## config.mk

```make
export PLATFORM = sky130hd
export DESIGN_NAME = sfsc_regs
export DESIGN_NICKNAME = d
export VERILOG_FILES = /design/src/verilog/sfsc_pkg.sv /design/src/verilog/sfsc_regs.sv /design/src/verilog/sfsc_sync.sv
export SDC_FILE = /design/constraint.sdc
export NUM_CORES = 1
export LEC_CHECK = 0
export BUFFER_PORTS_ARGS = -buffer_cell sky130_fd_sc_hd__buf_4
export CAP_MARGIN = 15
export CORE_UTILIZATION = 61
export DETAILED_ROUTE_END_ITERATION = 10
export HOLD_SLACK_MARGIN = 0.08
export PLACE_DENSITY = 0.81
export SLEW_MARGIN = 10
export SYNTH_ARGS = -nofsm -noshare
export SYNTH_HDL_FRONTEND = slang
export SYNTH_SLANG_ARGS = --single-unit
```

## constraint.sdc

```tcl
create_clock -name core_clk -period 2.9 [get_ports core_clk]
set_input_delay 0.725 -clock core_clk [delete_from_list [all_inputs] [get_ports core_clk]]
set_output_delay 0.725 -clock core_clk [all_outputs]
set_load 0.01 [all_outputs]
```

## src/verilog/sfsc_pkg.sv

```systemverilog
// Shared constants and types for the flash status and configuration register block
package sfsc_pkg;

   // ----------------------------------------------------------------
   // Opcodes
   // ----------------------------------------------------------------
   localparam logic [7:0] CMD_LATCH_SET = 8'h06;
   localparam logic [7:0] CMD_LATCH_CLR = 8'h04;
   localparam logic [7:0] CMD_STATUS_READ = 8'h05;
   localparam logic [7:0] CMD_CONFIG_READ = 8'h15;
   localparam logic [7:0] CMD_REG_WRITE = 8'h01;
   localparam logic [7:0] CMD_ID_READ = 8'h9f;
   localparam logic [7:0] CMD_QUAD_ID_READ = 8'haf;
   localparam logic [7:0] CMD_SIG_READ = 8'hab;
   localparam logic [7:0] CMD_MAKER_DEV_READ = 8'h90;
   localparam logic [7:0] CMD_WIDE_ENTER = 8'hb7;
   localparam logic [7:0] CMD_WIDE_EXIT = 8'he9;
   localparam logic [7:0] CMD_QUAD_ENTER = 8'h35;
   localparam logic [7:0] CMD_QUAD_EXIT = 8'hf5;
   localparam logic [7:0] CMD_PAGE_PROG = 8'h02;
   localparam logic [7:0] CMD_SECTOR_ERASE = 8'h20;
   localparam logic [7:0] CMD_HALF_BLOCK_ERASE = 8'h52;
   localparam logic [7:0] CMD_BLOCK_ERASE = 8'hd8;
   localparam logic [7:0] CMD_CHIP_ERASE = 8'h60;
   localparam logic [7:0] CMD_CHIP_ERASE_ALT = 8'hc7;
   localparam logic [7:0] CMD_NONE = 8'h00;

   // ----------------------------------------------------------------
   // Field positions and reset values
   // ----------------------------------------------------------------
   localparam int ST_BUSY = 0;
   localparam int ST_LATCH = 1;
   localparam int ST_PROT_LO = 2;
   localparam int ST_PROT_HI = 5;
   localparam int ST_QUAD = 6;
   localparam int ST_LOCK = 7;
   localparam int CF_DRIVE_HI = 2;
   localparam int CF_TB = 3;
   localparam int CF_PREAMBLE = 4;
   localparam int CF_WIDE = 5;
   localparam int CF_DUMMY_LO = 6;
   localparam logic [7:0] ST_RESET = 8'h00;
   localparam logic [7:0] CF_RESET = 8'h07;
   localparam logic [2:0] DRIVE_30_OHM = 3'h7;

   // ----------------------------------------------------------------
   // Serial clock and bit counts, last byte indices
   // ----------------------------------------------------------------
   localparam logic [4:0] SPI_OP_CLKS = 5'h08;
   localparam logic [4:0] QUAD_OP_CLKS = 5'h02;
   localparam logic [4:0] SPI_ADDR_CLKS = 5'h18;
   localparam logic [4:0] QUAD_ADDR_CLKS = 5'h06;
   localparam logic [4:0] WR_ONE_BYTE = 5'h08;
   localparam logic [4:0] WR_TWO_BYTES = 5'h10;
   localparam logic [3:0] BYTE_BITS = 4'h8;
   localparam logic [1:0] ID_LAST = 2'h2;
   localparam logic [1:0] PAIR_LAST = 2'h1;

   typedef enum logic [2:0] {S_IDLE, S_CMD, S_ADDR, S_WDATA, S_OUT, S_SKIP} sfsc_state_t;

endpackage

```

## src/verilog/sfsc_regs.sv

```systemverilog
// Status and configuration registers with identification reads of a serial flash
// ----------------------------------------------------------------
// Behaviour
// - Quad ID data MSB first on falling clock
// - ID bytes repeat while select stays low
// - Decode the four identification read opcodes
// - Status read accepted at any time
// - Opcode in eight or two clocks
// - Config read accepted at any time
// - Config byte driven while select low
// - Status bit0 shows busy engine
// - Write latch set; program/erase need it
// - Write latch clears when operation finishes
// - Protected target: reject, clear write latch
// - Protect bits written only by register write
// - Chip erase only with protect bits zero
// - Quad enable gates quad commands and lines
// - Quad enable disables pin guarded mode
// - Lock plus low pin refuses register write
// - Drive strength volatile, defaults thirty ohm
// - Top/bottom select one-time programmable
// - Preamble enable bit stored for dummy cycles
// - Wide address flag by enter/exit commands
// - Dummy count select two volatile bits
// ----------------------------------------------------------------
`timescale 1ns/1ps
module sfsc_regs
   import sfsc_pkg::*;
#(
   parameter logic [7:0] MAKER_CODE = 8'h5a, // Arbitrary value
   parameter logic [7:0] MEM_TYPE = 8'h3c, // Arbitrary value
   parameter logic [7:0] DENSITY = 8'h44, // Arbitrary value
   parameter logic [7:0] DEVICE_CODE = 8'h27, // Arbitrary value
   parameter logic [7:0] SIGNATURE = 8'h27 // Arbitrary value
) (
   input wire logic core_clk, // Block clock
   input wire logic rst_b, // Async reset, active low
   input wire logic ce, // Clock enable, freezes state when low
   input wire logic cs_b, // Chip select pin, active low
   input wire logic sclk, // Serial clock pin
   input wire logic [3:0] serial_io_line_rx, // Data pin levels
   output logic [3:0] serial_io_line_tx, // Data pin drive values
   output logic [3:0] serial_io_line_oe_b, // Data pin enables, low drives
   input wire logic engine_busy, // Program, erase or register write running
   input wire logic engine_done, // Engine finished, one cycle
   input wire logic region_protected, // Target of pending command is protected
   input wire logic [5:0] nv_status_bits, // Stored status bits 7..2
   input wire logic nv_tb, // Stored top/bottom select
   output logic pe_start, // Start program or erase, one cycle
   output logic [7:0] pe_cmd, // Opcode for the engine
   output logic reg_write_start, // Start register write timing, one cycle
   output logic [7:0] status_byte, // Status register
   output logic [7:0] config_byte // Configuration register
);

   typedef struct packed {
      sfsc_state_t st;
      logic quad;
      logic nv_loaded;
      logic cs_prev;
      logic sclk_prev;
      logic [7:0] status;
      logic [7:0] cfg;
      logic [7:0] op;
      logic [7:0] in_sh;
      logic [4:0] bit_cnt;
      logic addr0;
      logic [4:0] wr_cnt;
      logic [15:0] wr_data;
      logic [7:0] out_sh;
      logic [3:0] out_left;
      logic [1:0] idx;
      logic [3:0] sio_tx;
      logic [3:0] oe_b;
      logic pe_start;
      logic [7:0] pe_cmd;
      logic rw_start;
   } sfsc_regs_t;

   localparam sfsc_regs_t REGS_RST = '{
      st: S_IDLE, cs_prev: 1'b1, status: ST_RESET, cfg: CF_RESET, oe_b: 4'hf, default: '0};

   sfsc_regs_t s_q;
   sfsc_regs_t s_d;

   // ----------------------------------------------------------------
   // Pin synchronisers
   // ----------------------------------------------------------------
   logic [5:0] pins_s;
   logic cs_s;
   logic sclk_s;
   logic [3:0] sio_s;

   sfsc_sync #(.W(6)) u_sync (
      .core_clk(core_clk),
      .rst_b(rst_b),
      .ce(ce),
      .async_in({~cs_b, sclk, serial_io_line_rx}),
      .sync_out(pins_s)
   );

   assign cs_s = ~pins_s[5]; // Kept inverted so reset reads as deselected, no false edge
   assign sclk_s = pins_s[4];
   assign sio_s = pins_s[3:0];

   // ----------------------------------------------------------------
   // Decoded conditions
   // ----------------------------------------------------------------
   logic sclk_rise;
   logic sclk_fall;
   logic cs_rise;
   logic guarded;
   logic pe_op;
   logic wr_ok;
   logic pe_try;
   logic pe_block;
   logic [7:0] op_nxt;
   logic [7:0] byte_nx;
   logic [15:0] wr_nxt;
   logic [4:0] op_clks;
   logic [4:0] addr_clks;
   logic [1:0] idx_last;

   assign sclk_rise = sclk_s && !s_q.sclk_prev;
   assign sclk_fall = !sclk_s && s_q.sclk_prev;
   assign cs_rise = cs_s && !s_q.cs_prev;
   // Write-protect pin only exists while quad enable is clear
   assign guarded = s_q.status[ST_LOCK] && !sio_s[2] && !s_q.status[ST_QUAD];
   assign pe_op = (s_q.op == CMD_PAGE_PROG) || (s_q.op == CMD_SECTOR_ERASE) ||
                  (s_q.op == CMD_HALF_BLOCK_ERASE) || (s_q.op == CMD_BLOCK_ERASE) ||
                  (s_q.op == CMD_CHIP_ERASE) || (s_q.op == CMD_CHIP_ERASE_ALT);
   // Register write only completes on a whole byte boundary
   assign wr_ok = (s_q.st == S_WDATA) && !guarded &&
                  ((s_q.wr_cnt == WR_ONE_BYTE) || (s_q.wr_cnt == WR_TWO_BYTES));
   assign pe_try = (s_q.st == S_SKIP) && pe_op && s_q.status[ST_LATCH] && !engine_busy;
   assign pe_block = region_protected ||
                     (((s_q.op == CMD_CHIP_ERASE) || (s_q.op == CMD_CHIP_ERASE_ALT)) &&
                      (s_q.status[ST_PROT_HI:ST_PROT_LO] != 4'h0));
   assign op_clks = s_q.quad ? QUAD_OP_CLKS : SPI_OP_CLKS;
   assign addr_clks = s_q.quad ? QUAD_ADDR_CLKS : SPI_ADDR_CLKS;
   // Single-line form looks at line 0 only
   assign op_nxt = s_q.quad ? {s_q.in_sh[3:0], sio_s} : {s_q.in_sh[6:0], sio_s[0]};
   assign wr_nxt = s_q.quad ? {s_q.wr_data[11:0], sio_s} : {s_q.wr_data[14:0], sio_s[0]};
   assign idx_last = (s_q.op == CMD_MAKER_DEV_READ) ? PAIR_LAST : ID_LAST;

   always_comb begin
      case (s_q.op)
         CMD_STATUS_READ: byte_nx = s_q.status;
         CMD_CONFIG_READ: byte_nx = s_q.cfg;
         CMD_SIG_READ: byte_nx = SIGNATURE;
         CMD_MAKER_DEV_READ: byte_nx = (s_q.idx[0] ^ s_q.addr0) ? DEVICE_CODE : MAKER_CODE;
         CMD_ID_READ, CMD_QUAD_ID_READ: begin
            case (s_q.idx)
               2'h0: byte_nx = MAKER_CODE;
               2'h1: byte_nx = MEM_TYPE;
               default: byte_nx = DENSITY;
            endcase
         end
         default: byte_nx = 8'h00;
      endcase
   end

   // ----------------------------------------------------------------
   // Next state
   // ----------------------------------------------------------------
   always_comb begin
      s_d = s_q;
      s_d.pe_start = 1'b0;
      s_d.rw_start = 1'b0;
      s_d.cs_prev = cs_s;
      s_d.sclk_prev = sclk_s;
      s_d.status[ST_BUSY] = engine_busy;
      if (!s_q.status[ST_QUAD]) begin
         s_d.quad = 1'b0;
      end
      // Non-volatile bits are taken after reset release, never under reset
      if (!s_q.nv_loaded) begin
         s_d.status[ST_LOCK:ST_PROT_LO] = nv_status_bits;
         s_d.cfg[CF_TB] = nv_tb;
         s_d.nv_loaded = 1'b1;
      end
      if (engine_done) begin
         s_d.status[ST_LATCH] = 1'b0;
      end
      if (cs_s) begin
         s_d.st = S_IDLE;
         s_d.oe_b = 4'hf;
         if (cs_rise && wr_ok) begin
            s_d.rw_start = 1'b1;
            if (s_q.wr_cnt == WR_ONE_BYTE) begin
               s_d.status[ST_LOCK:ST_PROT_LO] = s_q.wr_data[7:2];
            end else begin
               s_d.status[ST_LOCK:ST_PROT_LO] = s_q.wr_data[15:10];
               s_d.cfg[CF_DRIVE_HI:0] = s_q.wr_data[2:0];
               s_d.cfg[CF_TB] = s_q.cfg[CF_TB] | s_q.wr_data[3];
               s_d.cfg[CF_PREAMBLE] = s_q.wr_data[4];
               s_d.cfg[7:CF_DUMMY_LO] = s_q.wr_data[7:6];
            end
         end
         if (cs_rise && pe_try) begin
            if (pe_block) begin
               s_d.status[ST_LATCH] = 1'b0;
            end else begin
               s_d.pe_start = 1'b1;
               s_d.pe_cmd = s_q.op;
            end
         end
      end else if (s_q.cs_prev) begin
         s_d.st = S_CMD;
         s_d.bit_cnt = 5'h00;
         s_d.in_sh = 8'h00;
         s_d.wr_cnt = 5'h00;
         s_d.idx = 2'h0;
         s_d.out_left = 4'h0;
      end else if (sclk_rise) begin
         case (s_q.st)
            S_CMD: begin
               s_d.in_sh = op_nxt;
               s_d.bit_cnt = s_q.bit_cnt + 5'h01;
               if (s_d.bit_cnt == op_clks) begin
                  s_d.op = op_nxt;
                  s_d.bit_cnt = 5'h00;
                  s_d.st = S_SKIP;
                  // While busy only the two register reads are decoded
                  if (engine_busy && (op_nxt != CMD_STATUS_READ) &&
                      (op_nxt != CMD_CONFIG_READ)) begin
                     s_d.op = CMD_NONE;
                  end else begin
                     case (op_nxt)
                        CMD_STATUS_READ, CMD_CONFIG_READ, CMD_SIG_READ: begin
                           s_d.st = S_OUT;
                        end
                        CMD_ID_READ: begin
                           if (!s_q.quad) begin
                              s_d.st = S_OUT;
                           end
                        end
                        CMD_QUAD_ID_READ: begin
                           if (s_q.quad) begin
                              s_d.st = S_OUT;
                           end
                        end
                        CMD_MAKER_DEV_READ: s_d.st = S_ADDR;
                        CMD_LATCH_SET: s_d.status[ST_LATCH] = 1'b1;
                        CMD_LATCH_CLR: s_d.status[ST_LATCH] = 1'b0;
                        CMD_REG_WRITE: begin
                           if (s_q.status[ST_LATCH]) begin
                              s_d.st = S_WDATA;
                           end
                        end
                        CMD_WIDE_ENTER: s_d.cfg[CF_WIDE] = 1'b1;
                        CMD_WIDE_EXIT: s_d.cfg[CF_WIDE] = 1'b0;
                        CMD_QUAD_ENTER: s_d.quad = s_q.status[ST_QUAD];
                        CMD_QUAD_EXIT: s_d.quad = 1'b0;
                        default: ;
                     endcase
                  end
               end
            end
            S_ADDR: begin
               s_d.bit_cnt = s_q.bit_cnt + 5'h01;
               s_d.addr0 = sio_s[0];
               if (s_d.bit_cnt == addr_clks) begin
                  s_d.st = S_OUT;
               end
            end
            S_WDATA: begin
               s_d.wr_data = wr_nxt;
               // Past two bytes the count parks above the limit and the write is dropped
               if (s_q.wr_cnt <= WR_TWO_BYTES) begin
                  s_d.wr_cnt = s_q.wr_cnt + (s_q.quad ? 5'h04 : 5'h01);
               end
            end
            default: ;
         endcase
      end else if (sclk_fall && (s_q.st == S_OUT)) begin
         if (s_q.out_left == 4'h0) begin
            s_d.out_sh = byte_nx;
            s_d.out_left = BYTE_BITS;
            s_d.idx = (s_q.idx == idx_last) ? 2'h0 : s_q.idx + 2'h1;
         end
         if (s_q.quad) begin
            s_d.sio_tx = s_d.out_sh[7:4];
            s_d.oe_b = 4'h0;
            s_d.out_sh = {s_d.out_sh[3:0], 4'h0};
            s_d.out_left = s_d.out_left - 4'h4;
         end else begin
            s_d.sio_tx = {2'b00, s_d.out_sh[7], 1'b0};
            s_d.oe_b = 4'b1101;
            s_d.out_sh = {s_d.out_sh[6:0], 1'b0};
            s_d.out_left = s_d.out_left - 4'h1;
         end
      end
   end

   always_ff @(posedge core_clk or negedge rst_b) begin
      if (!rst_b) begin
         s_q <= REGS_RST;
      end else if (ce) begin
         s_q <= s_d;
      end
   end

   assign serial_io_line_tx = s_q.sio_tx;
   assign serial_io_line_oe_b = s_q.oe_b;
   assign pe_start = s_q.pe_start;
   assign pe_cmd = s_q.pe_cmd;
   assign reg_write_start = s_q.rw_start;
   assign status_byte = s_q.status;
   assign config_byte = s_q.cfg;
endmodule

```

## src/verilog/sfsc_sync.sv

```systemverilog
// Two-stage synchroniser for pins arriving from the host
`timescale 1ns/1ps
module sfsc_sync #(
   parameter int W = 6
) (
   input wire logic core_clk, // Block clock
   input wire logic rst_b, // Async reset, active low
   input wire logic ce, // Clock enable
   input wire logic [W-1:0] async_in, // Raw pin levels
   output logic [W-1:0] sync_out // Levels after two flops
);
   logic [W-1:0] meta_q;

   genvar i;
   generate
      for (i = 0; i < W; i++) begin : g_bit
         always_ff @(posedge core_clk or negedge rst_b) begin
            if (!rst_b) begin
               meta_q[i] <= 1'b0;
               sync_out[i] <= 1'b0;
            end else if (ce) begin
               meta_q[i] <= async_in[i];
               sync_out[i] <= meta_q[i];
            end
         end
      end
   endgenerate
endmodule

```

==> summary.log <==
INFO  placed_design  place.detailed.hpwl=11300µm
INFO  routing        vias_per_cell=6.38
INFO  floorplanning  dieHeight=104µm
INFO  floorplanning  initial_core_util=0.640
INFO  sta            final_period_minus_worst_setup_slack=2.55ns
INFO  global_routing grt_pass1_wl=26000µm
INFO  logic_synthesis synth_seq_cells=106
INFO  worst_setup_path crit_path_end_kind=flop
INFO  global_routing grt_antenna_before_repair=0
INFO  logic_synthesis netlist_instances=675
INFO  routing        drt-total-wl=15400µm
INFO  clocking       cts_tree=built
INFO  clocking       cts_resizes=0
INFO  logic_synthesis netlist_area=6340µm²
INFO  logic_synthesis synth.yosys.seq_area_share=0.420
INFO  sta            setup-tns-final=0ns
INFO  routing        drt_drc_violations_left=0
INFO  layout         share_of_layout_cells_above_drive_strength_1=0.198
INFO  sta            fin_worst_skew=0.0135ns
INFO  layout         fin_area=6790µm²
INFO  logic_synthesis most_common_flop_cell_mapped_by_yosys=sky130_fd_sc_hd__dfrtp_1
INFO  worst_setup_path critical_path_class=flop to flop
INFO  worst_setup_path timing.critical_path.from_type=flop
INFO  layout         mostFrequentLayoutCells=sky130_fd_sc_hd__dfrtp_1, sky130_fd_sc_hd__buf_4, sky130_fd_sc_hd__nand2_1, sky130_fd_sc_hd__nor2_1, sky130_fd_sc_hd__a21oi_1
INFO  layout         fillerInstances=802
INFO  min_path       path_class_of_the_lowest_slack_min_delay_path=input port to asynchronous set/reset pin
INFO  clocking       cts_made_buffers=9
INFO  routing        first_iter_violations=348
INFO  global_routing grt_usage=0.302
INFO  floorplanning  core=9910µm²
INFO  placed_design  placed_cells_incl_taps=800
INFO  sta            timing.fmax=392MHz
INFO  clocking       clk_pin_slew=0.11ns
INFO  clocking       cts_hold_buf=0
INFO  global_routing globalRouteOverflowTotal=0
INFO  pwr            vdd.ir_drop.worst=0.000321V
INFO  sta            tightest_slew=0.823ns
INFO  logic_synthesis synth_top_area_cell=sky130_fd_sc_hd__dfrtp_1
INFO  logic_synthesis yosys_warnings=0
INFO  sta            worst_slew_margin_rel=0.451
INFO  logic_synthesis count_of_flip_flops_with_a_built_in_enable_after_synthesis=0
INFO  flow_run       cap_viol_max_count=0
INFO  clocking       clk_latency=0.38ns
INFO  floorplanning  boundaryPins=53
INFO  clocking       clock_sinks=106
INFO  sta            rsz0062_at_grt=no
INFO  placed_design  placement.io_buffers=52
INFO  floorplanning  floorplan.rows=36
INFO  pwr            p_per_area=420nW/µm²
INFO  logic_synthesis synthArstFlopShare=1.00
INFO  sta            final-hold-violation-count=0
INFO  clocking       cts-htree-levels=3
INFO  sta            maxSlewViolCount=0
INFO  routing        antenna_violation_net_count_after_detailed_routing=0
INFO  pwr            power_leakage=2.90nW
INFO  routing        dr_total_vias=5207
INFO  global_routing grt_start_max_net_pins=63
INFO  outcome        run_status=complete, no violations
INFO  routing        wire_per_inst=18.9µm
INFO  clocking       clockBufferDepth=2
INFO  sta            portion_of_the_clock_cycle_consumed_by_the_worst_path_in_the_final_layout=0.880
INFO  logic_synthesis synth.net_count=702
INFO  logic_synthesis ys_top_cells_by_area=sky130_fd_sc_hd__dfrtp_1, sky130_fd_sc_hd__mux2i_1, sky130_fd_sc_hd__buf_4, sky130_fd_sc_hd__a21oi_1, sky130_fd_sc_hd__mux2_2
INFO  worst_setup_path worst_reg_to_reg_setup_slack=0.35ns
INFO  logic_synthesis count_of_distinct_cell_types_in_the_synthesized_netlist=79
INFO  layout         synthesis_to_finish_area_growth=7.07%
INFO  clocking       postCtsSetupBuffers=0
INFO  logic_synthesis synthesis.area_per_instance=9.39µm²
INFO  clocking       cts_root_buf=sky130_fd_sc_hd__clkbuf_8
INFO  global_routing via_count_of_the_first_global_routing_pass=5082
INFO  floorplanning  die_w=104µm
INFO  routing        detailedRoute.firstPassIterationCount=5
INFO  worst_setup_path worst_ep_arrival_time=2.83ns
INFO  layout         nNetsFinal=705
INFO  placed_design  gp_congestion=0.963
INFO  logic_synthesis synth_top_area_frac=0.395
INFO  floorplanning  fp.dieArea=10800µm²
INFO  layout         final_common_cell=sky130_fd_sc_hd__dfrtp_1
INFO  layout         antennaDiodeCount=0
INFO  placed_design  postPlaceCellArea=6580µm²
INFO  worst_setup_path required_time_reported_for_the_critical_path_endpoint=3.18ns
INFO  layout         final_cells=816
INFO  sta            setup-violations-final=0
INFO  worst_setup_path crit_fanout=13
[synthesized netlist by cell type (6+ instances only)]
cell and number:
sky130_fd_sc_hd__a21oi_1 48, sky130_fd_sc_hd__o31ai_1 7, sky130_fd_sc_hd__dfrtp_1 100, sky130_fd_sc_hd__a31oi_1 6
sky130_fd_sc_hd__nor2_1 57, sky130_fd_sc_hd__mux2_2 21, sky130_fd_sc_hd__mux2_4 8, sky130_fd_sc_hd__or4_1 6
sky130_fd_sc_hd__or3_1 7, sky130_fd_sc_hd__nor3b_1 8, sky130_fd_sc_hd__clkbuf_1 26, sky130_fd_sc_hd__nor3_1 18
sky130_fd_sc_hd__o21ai_0 45, sky130_fd_sc_hd__buf_4 33, sky130_fd_sc_hd__inv_1 20, sky130_fd_sc_hd__dfstp_2 6
sky130_fd_sc_hd__o41ai_1 8, sky130_fd_sc_hd__o2bb2ai_1 6, sky130_fd_sc_hd__mux2i_1 34, sky130_fd_sc_hd__buf_2 6
sky130_fd_sc_hd__nand2_1 62, sky130_fd_sc_hd__nand4_1 6, sky130_fd_sc_hd__o22ai_1 8, sky130_fd_sc_hd__nand3_1 14
sky130_fd_sc_hd__ha_1 8
[cells by family (layout without fill, tap and decap cells)]
kind of cell	count (synthesis)	count (layout)	share of synthesized area
AO/OA/AOI/OAI	175	175	0.177
XOR/XNOR	4	4	0.00553
flip-flops	106	106	0.420
AND/OR/NAND/NOR	222	222	0.186
adder cells (fa/ha/maj)	8	8	0.0158
buffers and inverters	95	103	0.0817
multiplexers	65	65	0.114
[flip-flops by register name (all words and copies together), names as in the netlist]
register / flops
s_q: 62
u_sync.meta_q: 6
reg_write_start: 1
status_byte: 8
serial_io_line_oe_b: 2
serial_io_line_tx: 4
config_byte: 8
pe_start: 1
u_sync.sync_out: 6
pe_cmd: 8
[through the flow]
stage	power (W)	worst slack, ns	utilization	hold WS, ns
6_report	0.00285	0.348	0.685	0.422
5_1_grt	0.00296	0.198	0.685	0.479
4_1_cts	0.00286	0.357	0.685	0.454
3_5_place_dp	0.00192	0.388	0.664	0.472
3_3_place_gp	0.00191	0.453	0.664	0.462
2_1_floorplan	0.00179	0.611	-	0.429
[where the power goes]
| part | switching (W) | internal, W | leakage (nW) | total (W) |
|---|---|---|---|---|
| clock | 0.000530 | 0.000430 | 0.100 | 0.000960 |
| sequential | 0.0000817 | 0.00152 | 1.41 | 0.00161 |
| combinational | 0.000171 | 0.000115 | 1.38 | 0.000287 |
| total | 0.000783 | 0.00207 | 2.90 | 0.00285 |
[final cells by class]
cell class | count | area, µm² | share of cell area
Timing Repair Buffer | 66 | 508 | 0.0748
Clock buffer | 11 | 141 | 0.0208
Clock inverter | 5 | 63.8 | 0.00940
Multi-Input combinational cell | 474 | 3170 | 0.467
Inverter | 21 | 78.8 | 0.0116
Sequential cell | 106 | 2660 | 0.392
Tap cell | 133 | 166 | 0.0245
[final timing paths]
| check | startpoint | endpoint | cells past startpoint |
|---|---|---|---|
| setup / recovery | s_q[54] | s_q[72] | 6 |
| hold / removal | rst_b | pe_cmd[3] | 1 |
| setup reg to reg | s_q[54] | s_q[72] | 6 |
| hold reg to reg | serial_io_line_tx[2] | serial_io_line_tx[2] | 2 |
| max in group asynchronous | rst_b | s_q[44] | 2 |
| min in group core_clk | serial_io_line_tx[2] | serial_io_line_tx[2] | 2 |
[per-layer routing]
metal / up-vias / GRT usage / routed length, µm / part of all wire
met3: 31 / 0.0602 / 951 / 0.062
met5: - / 0 / 0 / 0
met4: 0 / 0.104 / 311 / 0.020
met1: 2556 / 0.412 / 6940 / 0.45
li1: 2427 / - / - / -
met2: 193 / 0.481 / 7210 / 0.47
[critical path: stages (launching register included)]
cell,delay (ns)
sky130_fd_sc_hd__dfrtp_1,0.46
sky130_fd_sc_hd__ha_1,0.35
sky130_fd_sc_hd__nand2_1,0.07
sky130_fd_sc_hd__or4_4,0.50
sky130_fd_sc_hd__a2111o_1,0.57
sky130_fd_sc_hd__buf_4,0.24
sky130_fd_sc_hd__o31ai_1,0.25
Power figures use the tool's default switching activity.
